==> src/pldc_pkg.sv <==
package pldc_pkg;

  // Configuration indexes
  localparam logic [7:0] IDX_ACTIVATE = 8'h30;
  localparam logic [7:0] IDX_CONFLICT = 8'h31;
  localparam logic [7:0] IDX_BASE0_HI = 8'h60;
  localparam logic [7:0] IDX_BASE0_LO = 8'h61;
  localparam logic [7:0] IDX_BASE1_HI = 8'h62;
  localparam logic [7:0] IDX_BASE1_LO = 8'h63;
  localparam logic [7:0] IDX_IRQ_LVL = 8'h70;
  localparam logic [7:0] IDX_IRQ_TYPE = 8'h71;
  localparam logic [7:0] IDX_DMA0 = 8'h74;
  localparam logic [7:0] IDX_DMA1 = 8'h75;

  // Field positions
  localparam int BIT_ACT = 0;
  localparam int BIT_CHK_PAT = 0;
  localparam int BIT_CHK_EN = 1;
  localparam int BIT_IRQ_TYPE = 0;
  localparam int BIT_IRQ_POL = 1;
  localparam int BASE_HI_W = 3;

  // Fixed values
  localparam logic [7:0] CHK_PAT0 = 8'hAA;
  localparam logic [7:0] CHK_PAT1 = 8'h55;
  localparam logic [2:0] DMA_CASCADE = 3'h4;
  localparam logic [3:0] IRQ_NONE = 4'h0;
  localparam logic [7:0] BYTE_ZERO = 8'h00;

  // Reset values
  localparam logic [10:0] RST_BASE = 11'h000;
  localparam logic [3:0] RST_IRQ_LVL = 4'h0;
  localparam logic RST_IRQ_TYPE = 1'b0;
  localparam logic RST_IRQ_POL = 1'b0;
  localparam logic [2:0] RST_DMA = 3'h4;

  // Strong pull-up phase of an active-low open-drain interrupt
  localparam int PULLUP_NS = 80;
  localparam int CLK_NS = 40;
  localparam int PULLUP_CYC = (PULLUP_NS + CLK_NS - 1) / CLK_NS;
  localparam int PU_W = $clog2(PULLUP_CYC + 1);

  typedef struct packed {
    logic act;
    logic chk_en;
    logic chk_pat;
    logic [10:0] base0;
    logic [10:0] base1;
    logic [3:0] irq_lvl;
    logic irq_type;
    logic irq_pol;
    logic [2:0] dma0;
    logic [2:0] dma1;
  } pldc_dev_s;

  localparam pldc_dev_s DEV_RST = '{
    act: 1'b0, chk_en: 1'b0, chk_pat: 1'b0,
    base0: RST_BASE, base1: RST_BASE,
    irq_lvl: RST_IRQ_LVL, irq_type: RST_IRQ_TYPE, irq_pol: RST_IRQ_POL,
    dma0: RST_DMA, dma1: RST_DMA};

endpackage : pldc_pkg

==> src/pldc_cfg.sv <==
`timescale 1ns/1ps
module pldc_cfg #(
  parameter int NUM_LDEV = 4,
  parameter int LDEV_W = 2,
  parameter int IO_SPAN = 8,
  parameter bit IRQ_TYPE_FIXED = 1'b0
) (
  input wire logic clk_sys,
  input wire logic nrst,
  input wire logic [LDEV_W-1:0] cfg_ldn,
  input wire logic cfg_wr,
  input wire logic cfg_rd,
  input wire logic [7:0] cfg_index,
  input wire logic [7:0] cfg_wdata,
  output logic [7:0] cfg_rdata,
  input wire logic io_rd,
  input wire logic io_wr,
  input wire logic [15:0] io_addr,
  output logic [7:0] io_rdata,
  output logic io_rdata_oe,
  output logic [NUM_LDEV-1:0] dev_sel,
  output logic [NUM_LDEV-1:0] dev_active,
  output logic [NUM_LDEV-1:0] dev_irq_level_mode,
  input wire logic [NUM_LDEV-1:0] dev_irq,
  input wire logic [NUM_LDEV-1:0] dev_drq0,
  input wire logic [NUM_LDEV-1:0] dev_drq1,
  output logic [15:0] interrupt_line_level_o,
  output logic [15:0] interrupt_line_level_oe,
  output logic [7:0] drq_o
);

  typedef struct packed {
    pldc_pkg::pldc_dev_s [NUM_LDEV-1:0] dev;
    logic [NUM_LDEV-1:0] irq_prev;
    logic [NUM_LDEV-1:0][pldc_pkg::PU_W-1:0] pu_cnt;
    logic [7:0] cfg_rdata;
    logic [7:0] io_rdata;
    logic io_oe;
  } pldc_state_s;

  pldc_state_s st_r;
  pldc_state_s st_nxt;

  // True when addr falls in [base, base + IO_SPAN)
  function automatic logic in_range(input logic [15:0] addr,
                                    input logic [10:0] base);
    logic [16:0] lo;
    logic [16:0] hi;
    lo = {6'h00, base};
    hi = lo + 17'(IO_SPAN);
    in_range = ({1'b0, addr} >= lo) && ({1'b0, addr} < hi);
  endfunction : in_range

  // DMA select value to one-hot channel, cascade gives none
  function automatic logic [7:0] dma_onehot(input logic [2:0] sel);
    dma_onehot = (sel == pldc_pkg::DMA_CASCADE) ? 8'h00 : 8'(1) << sel;
  endfunction : dma_onehot

  function automatic logic [7:0] read_reg(input pldc_pkg::pldc_dev_s d,
                                          input logic [7:0] idx);
    logic [7:0] v;
    v = pldc_pkg::BYTE_ZERO;
    case (idx)
      pldc_pkg::IDX_ACTIVATE: v[pldc_pkg::BIT_ACT] = d.act;
      pldc_pkg::IDX_CONFLICT:
      begin
        v[pldc_pkg::BIT_CHK_PAT] = d.chk_pat;
        v[pldc_pkg::BIT_CHK_EN] = d.chk_en;
      end
      pldc_pkg::IDX_BASE0_HI: v[2:0] = d.base0[10:8];
      pldc_pkg::IDX_BASE0_LO: v = d.base0[7:0];
      pldc_pkg::IDX_BASE1_HI: v[2:0] = d.base1[10:8];
      pldc_pkg::IDX_BASE1_LO: v = d.base1[7:0];
      pldc_pkg::IDX_IRQ_LVL: v[3:0] = d.irq_lvl;
      pldc_pkg::IDX_IRQ_TYPE:
      begin
        v[pldc_pkg::BIT_IRQ_TYPE] = d.irq_type;
        v[pldc_pkg::BIT_IRQ_POL] = d.irq_pol;
      end
      pldc_pkg::IDX_DMA0: v[2:0] = d.dma0;
      pldc_pkg::IDX_DMA1: v[2:0] = d.dma1;
      default: v = pldc_pkg::BYTE_ZERO;
    endcase
    read_reg = v;
  endfunction : read_reg

  // Per-device address decode and check response
  logic [NUM_LDEV-1:0] hit;
  logic [NUM_LDEV-1:0] chk_hit;

  genvar g;
  generate
    for (g = 0; g < NUM_LDEV; g++)
    begin : g_dec
      assign hit[g] = in_range(io_addr, st_r.dev[g].base0) ||
                      in_range(io_addr, st_r.dev[g].base1);
      // Check answer only while inactive
      assign chk_hit[g] = hit[g] && st_r.dev[g].chk_en && !st_r.dev[g].act;
      // Inactive and unchecked devices stay silent
      assign dev_sel[g] = hit[g] && st_r.dev[g].act && (io_rd || io_wr);
      assign dev_active[g] = st_r.dev[g].act;
      assign dev_irq_level_mode[g] = st_r.dev[g].irq_type;
    end
  endgenerate

  always_comb
  begin
    pldc_pkg::pldc_dev_s d;
    logic [LDEV_W-1:0] ld;
    d = st_r.dev[0];
    ld = cfg_ldn;
    st_nxt = st_r;
    st_nxt.irq_prev = dev_irq;
    st_nxt.io_oe = 1'b0;
    st_nxt.io_rdata = pldc_pkg::BYTE_ZERO;

    // Configuration reads and writes reach only the selected device
    if (32'(ld) < NUM_LDEV)
    begin
      d = st_r.dev[ld];
      if (cfg_rd)
        st_nxt.cfg_rdata = read_reg(d, cfg_index);
      if (cfg_wr)
      begin
        case (cfg_index)
          pldc_pkg::IDX_ACTIVATE:
            d.act = cfg_wdata[pldc_pkg::BIT_ACT];
          pldc_pkg::IDX_CONFLICT:
          begin
            d.chk_pat = cfg_wdata[pldc_pkg::BIT_CHK_PAT];
            d.chk_en = cfg_wdata[pldc_pkg::BIT_CHK_EN];
          end
          pldc_pkg::IDX_BASE0_HI:
            d.base0[10:8] = cfg_wdata[pldc_pkg::BASE_HI_W-1:0];
          pldc_pkg::IDX_BASE0_LO: d.base0[7:0] = cfg_wdata;
          pldc_pkg::IDX_BASE1_HI:
            d.base1[10:8] = cfg_wdata[pldc_pkg::BASE_HI_W-1:0];
          pldc_pkg::IDX_BASE1_LO: d.base1[7:0] = cfg_wdata;
          pldc_pkg::IDX_IRQ_LVL: d.irq_lvl = cfg_wdata[3:0];
          pldc_pkg::IDX_IRQ_TYPE:
            // A single-type device keeps its reset value
            if (!IRQ_TYPE_FIXED)
            begin
              d.irq_type = cfg_wdata[pldc_pkg::BIT_IRQ_TYPE];
              d.irq_pol = cfg_wdata[pldc_pkg::BIT_IRQ_POL];
            end
          pldc_pkg::IDX_DMA0: d.dma0 = cfg_wdata[2:0];
          pldc_pkg::IDX_DMA1: d.dma1 = cfg_wdata[2:0];
          default: ;
        endcase
        st_nxt.dev[ld] = d;
      end
    end
    else if (cfg_rd)
      st_nxt.cfg_rdata = pldc_pkg::BYTE_ZERO;

    // Range check answers; lowest device wins if ranges overlap
    if (io_rd)
    begin
      for (int i = NUM_LDEV - 1; i >= 0; i--)
      begin
        if (chk_hit[i])
        begin
          st_nxt.io_oe = 1'b1;
          st_nxt.io_rdata = st_r.dev[i].chk_pat ? pldc_pkg::CHK_PAT1
                                                : pldc_pkg::CHK_PAT0;
        end
      end
    end

    // Strong pull-up timer starts when an active-low request is released
    for (int i = 0; i < NUM_LDEV; i++)
    begin
      if (st_r.irq_prev[i] && !dev_irq[i])
        st_nxt.pu_cnt[i] = pldc_pkg::PU_W'(pldc_pkg::PULLUP_CYC);
      else if (dev_irq[i])
        st_nxt.pu_cnt[i] = '0;
      else if (st_r.pu_cnt[i] != '0)
        st_nxt.pu_cnt[i] = st_r.pu_cnt[i] - pldc_pkg::PU_W'(1);
    end
  end

  always_ff @(posedge clk_sys or negedge nrst)
  begin
    if (!nrst)
    begin
      st_r.dev <= {NUM_LDEV{pldc_pkg::DEV_RST}};
      st_r.irq_prev <= '0;
      st_r.pu_cnt <= '0;
      st_r.cfg_rdata <= pldc_pkg::BYTE_ZERO;
      st_r.io_rdata <= pldc_pkg::BYTE_ZERO;
      st_r.io_oe <= 1'b0;
    end
    else
      st_r <= st_nxt;
  end

  assign cfg_rdata = st_r.cfg_rdata;
  assign io_rdata = st_r.io_rdata;
  assign io_rdata_oe = st_r.io_oe;

  // Interrupt pins; a device drives only while active with a level chosen
  always_comb
  begin
    interrupt_line_level_o = '0;
    interrupt_line_level_oe = '0;
    for (int i = 0; i < NUM_LDEV; i++)
    begin
      if (st_r.dev[i].act && st_r.dev[i].irq_lvl != pldc_pkg::IRQ_NONE)
      begin
        if (st_r.dev[i].irq_pol)
        begin
          // Push-pull, active high
          interrupt_line_level_oe[st_r.dev[i].irq_lvl] = 1'b1;
          interrupt_line_level_o[st_r.dev[i].irq_lvl] = dev_irq[i];
        end
        // The prev term bridges the cycle before the timer is loaded
        else if (dev_irq[i] || st_r.irq_prev[i] || st_r.pu_cnt[i] != '0)
        begin
          // Open-drain low; brief drive high speeds the release
          interrupt_line_level_oe[st_r.dev[i].irq_lvl] = 1'b1;
          interrupt_line_level_o[st_r.dev[i].irq_lvl] = !dev_irq[i];
        end
      end
    end
  end

  // DMA requests of active devices to their channels
  always_comb
  begin
    drq_o = '0;
    for (int i = 0; i < NUM_LDEV; i++)
    begin
      if (st_r.dev[i].act)
      begin
        if (dev_drq0[i])
          drq_o = drq_o | dma_onehot(st_r.dev[i].dma0);
        if (dev_drq1[i])
          drq_o = drq_o | dma_onehot(st_r.dev[i].dma1);
      end
    end
  end

endmodule : pldc_cfg

==> config.mk <==
export PLATFORM = sky130hd
export DESIGN_NAME = pldc_cfg
export DESIGN_NICKNAME = d
export VERILOG_FILES = /design/src/pldc_pkg.sv /design/src/pldc_cfg.sv
export SDC_FILE = /design/constraint.sdc
export NUM_CORES = 1
export LEC_CHECK = 0
export BUFFER_PORTS_ARGS = -buffer_cell sky130_fd_sc_hd__buf_2
export CAP_MARGIN = 0
export CORE_MARGIN = 1
export CORE_UTILIZATION = 50
export CTS_BUF_LIST = sky130_fd_sc_hd__clkbuf_16
export CTS_CLUSTER_DIAMETER = 80
export CTS_CLUSTER_SIZE = 16
export DETAILED_ROUTE_END_ITERATION = 12
export HOLD_SLACK_MARGIN = 0.02
export PLACE_DENSITY = 0.73
export SYNTH_ARGS = -nofsm -noshare
export SYNTH_HDL_FRONTEND = slang
export SYNTH_SLANG_ARGS = --single-unit
==> constraint.sdc <==
create_clock -name clk_sys -period 2.97 [get_ports clk_sys]
set_input_delay 0.1485 -clock clk_sys [delete_from_list [all_inputs] [get_ports clk_sys]]
set_output_delay 0.1485 -clock clk_sys [all_outputs]
set_load 0.03 [all_outputs]
==> key figures <==
Global routing
  • Number of global-route vias before repair: 14600
  • Aggregate global routing overflow: 0
  • Antenna violations before repair: 1
  • Total Routing Usage GR: 33.4%
  • Maximum number of pins on one net before global-route repair: 68
  • First-pass GRT wire length: 79000 um

Synthesis
  • Sequential share of the synthesized area: 28.9%
  • Top cells by instance count after synthesis: 216 x sky130_fd_sc_hd__nand2_1, 172 x sky130_fd_sc_hd__ha_1, 163 x sky130_fd_sc_hd__dfrtp_1
  • Area fraction of the dominant cell type after synthesis: 27.5%
  • Share of the synthesized netlist area taken by xor and xnor gates: 3.30%
  • Count of flip-flops with a built-in enable after synthesis: 0
  • Adder-cell area share of the yosys netlist: 14.5%
  • Proportion of synthesized flip-flops having asynchronous set or reset: 100%
  • Post-Synth Simple-Gate Area: 19.1%
  • Cell types occupying the most area after synthesis: sky130_fd_sc_hd__dfrtp_1 27%, sky130_fd_sc_hd__ha_1 14%, sky130_fd_sc_hd__mux4_2 6.1%, sky130_fd_sc_hd__nand2_1 5.5%, sky130_fd_sc_hd__o21ai_0 5.0%
  • Largest family of logic cells by synthesized area: simple AND/OR/NAND/NOR gates
  • Post-synthesis instance area: 14900 um^2
  • Library cell with the highest instance count after synthesis: sky130_fd_sc_hd__nand2_1
  • Count of mapped cells out of synthesis: 1735
  • Multiplexer share of the synthesized area: 9.53%
  • Post-synthesis cell type with the largest combined area: sky130_fd_sc_hd__dfrtp_1
  • Post-synth top flop: sky130_fd_sc_hd__dfrtp_1
  • Syn_area_per_cell: 8.56 um^2
  • Synth Area in Compound Gates: 18.3%
  • Warnings from Yosys: 0
  • Number of unique standard cell types used by synthesis: 81
  • Number of synthesized register bits: 171

Placed design
  • Cell count after placement: 2301
  • Gp weighted congestion: 0.960
  • Worst slack at placement: -0.275 ns
  • Input/output buffers: 117
  • Estimated wirelength of the detail-placed design: 37800 um

Detailed routing
  • Total iterations of the first detailed-routing run: 6
  • Final ANT Viol Nets: 0
  • Post-DR vias/cell: 6.26
  • DRC violations left: 0
  • Met2 wire length: 23100 um
  • Drt wl/cell: 21.2 um
  • Total length of routed met3 wires: 3950 um
  • Top layer used by detailed routing: met4
  • Number of design-rule violations left by the first detailed-router iteration: 1327
  • Metal-1 WL: 20800 um
  • Detailed Route WL: 50300 um
  • Number of vias after detailed routing: 14800

Timing
  • Hold violation total from the final report: 0
  • Actual slew at the worst max-slew pin: 0.799 ns
  • Crit path setup slack, layout: -0.355 ns
  • Worst slew margin relative to its limit: 46.7%
  • Minimum period implied by the final worst setup slack: 3.33 ns
  • Period utilisation layout: 112%
  • Setup repair after global routing missed its margin: yes
  • Setup violators final: 7
  • Final worst clock skew: 0.0105 ns
  • Max Clk Rate: 301 MHz
  • Max Slew Vio Count: 0

Final layout
  • Number of fillers in the final layout: 2412
  • Count of non-filler cells in the finished layout: 2369
  • Number of nets in the layout: 2195
  • Proportion of layout cells with a drive suffix above 1: 26.0%
  • Syn-to-layout area delta: 23.5%

Critical path
  • Critical path peak fanout: 3
  • Kind of critical path: flip-flop to output pin
  • Data required time of the worst path: 2.82 ns
  • Kind of capture point of the worst setup path: output pin
  • Category of the worst setup path launch point: flip-flop
  • Critical path data arrival time: 3.18 ns

Clocking
  • # clock sinks: 171
  • Clock latency on the worst-skew pair: 0.45 ns
  • Clock root buffer master: sky130_fd_sc_hd__clkbuf_16
  • Clock-pin slew reported for the worst setup and hold paths after clock tree synthesis: 0.07 ns
  • Deepest level of the CTS H-tree: 4
  • TritonCTS buffer count: 17
  • Max Root-Sink Buffers: 2
  • Clock tree from TritonCTS: yes

Floorplan
  • Starting utilization of the core area: 51.3%
  • Number of primary I/O pins: 121
  • Placeable Area: 28900 um^2
  • Vertical die dimension: 174 um
  • Core Rows: 62
  • Chip Width: 174 um
  • Area of the die: 30400 um^2

Power
  • Peak VDD IR: 0.000430 V
  • Power, Total: 12.6 mW
  • Leak Pwr: 8.25 nW
  • Areal power density over the cells: 690 nW/um^2

Run status
  • Status: complete, but fails checks
  • Violated checks: negative setup slack

Hold path
  • Worst min path class: primary input to flip-flop

Flow run
  • Maximum capacitance violations: 0
-- per-layer routing --
layer  up-vias  track usage (%)
met2       761             52.6
met3       170             5.10
li1       6745                -
met5         -                0
met1      7146             44.2
met4         0             17.8
-- repair_timing --
| action | 4_1_cts | 5_1_grt |
|---|---|---|
| buffers inserted | 17 | 12 |
| pin swaps | 48 | 43 |
| endpoints found under the setup margin | 22 | 29 |
| hold buffers | 6 | 0 |
| hold endpoints to repair | 75 | 0 |
| gates resized for setup | 83 | 64 |
-- placed cells by master (no fill, tap or decap), types with 20 or more instances in the layout --
cell                       instances
sky130_fd_sc_hd__nor2b_1          21
sky130_fd_sc_hd__ha_1            165
sky130_fd_sc_hd__nor3_1           25
sky130_fd_sc_hd__mux2i_1          48
sky130_fd_sc_hd__o21ai_0         145
sky130_fd_sc_hd__inv_1           107
sky130_fd_sc_hd__mux4_2           40
sky130_fd_sc_hd__nand4_1          21
sky130_fd_sc_hd__nand3_1          45
sky130_fd_sc_hd__o21ai_1          20
sky130_fd_sc_hd__dfrtp_1         161
sky130_fd_sc_hd__buf_4           190
sky130_fd_sc_hd__a21oi_1          72
sky130_fd_sc_hd__nand2b_1         38
sky130_fd_sc_hd__o22ai_1          31
sky130_fd_sc_hd__buf_2           105
sky130_fd_sc_hd__nand2_1         214
sky130_fd_sc_hd__xnor2_1          49
sky130_fd_sc_hd__nor2_1          117
-- final timing paths --
check	start	cells after the start	slack, ns	endpoint
worst max register to register	st_r[119]$_DFFE_PN0P_	13	-0.30	io_rdata[5]$_DFF_PN0_
worst min-delay path	cfg_rd	2	0.1	cfg_rdata[2]$_DFFE_PN0P_
min in group asynchronous	nrst	2	0.27	st_r[28]$_DFF_PN0_
max in group asynchronous	nrst	3	1.93	st_r[105]$_DFFE_PN1P_
worst max-delay path	st_r[155]$_DFFE_PN0P_	14	-0.36	dev_sel[3]
worst min register to register	st_r[25]$_DFF_PN0_	1	0.48	st_r[17]$_DFFE_PN0P_
-- report_power, final --
group | switching [mW] | internal (mW)
Clock | 1.11 | 1.12
Sequential | 0.822 | 2.97
Combinational | 3.81 | 2.81
Total | 5.74 | 6.91
-- worst max-delay path, stage by stage, from the launching register on --
cell and delay, ns:
sky130_fd_sc_hd__dfrtp_1 0.40, sky130_fd_sc_hd__buf_4 0.14, sky130_fd_sc_hd__ha_1 0.17, sky130_fd_sc_hd__nand3_1 0.13
sky130_fd_sc_hd__nor3_2 0.20, sky130_fd_sc_hd__xnor2_1 0.16, sky130_fd_sc_hd__ha_1 0.27, sky130_fd_sc_hd__nand3_1 0.11
sky130_fd_sc_hd__nand2_2 0.08, sky130_fd_sc_hd__a2111oi_4 0.29, sky130_fd_sc_hd__o21ai_1 0.14, sky130_fd_sc_hd__o22ai_1 0.18
sky130_fd_sc_hd__buf_4 0.16, sky130_fd_sc_hd__o211a_4 0.17, sky130_fd_sc_hd__buf_6 0.13
-- kinds of logic after synthesis --
group           after synthesis
compound gates              431
xor+xnor                     56
fa+ha+maj                   172
buf+inv                     222
flops                       171
mux                          91
other cells                   1
simple gates                591
-- sequential cells by signal, indices dropped and copies added, names as in the netlist --
signal              count
io_rdata_oe             1
dev_irq_level_mode      4
cfg_rdata               8
io_rdata                2
dev_active              4
st_r                  152
-- through the flow --
stage          util, %  hold slack (ns)  instance area (um^2)  setup TNS, ns
2_1_floorplan        -           -0.147                 14900              0
3_3_place_gp      58.1            0.181                 16800         -0.687
3_5_place_dp      58.1            0.185                 16800          -1.27
4_1_cts           62.0           0.0809                 18000          -1.73
5_1_grt           63.4           0.0982                 18300          -3.07
6_report          63.4           0.0968                 18300          -2.03
-- final cells by class --
type | count | area (um^2) | area share, %
multi-input combinational | 1344 | 10300 | 55.9
sequential | 171 | 4290 | 23.4
timing repair buffer | 319 | 2290 | 12.5
tap | 384 | 480 | 2.62
inverter | 118 | 443 | 2.42
clock buffer | 17 | 425 | 2.32
clock inverter | 15 | 153 | 0.832
antenna | 1 | 2.50 | 0.0136
Power figures use the tool's default switching activity.
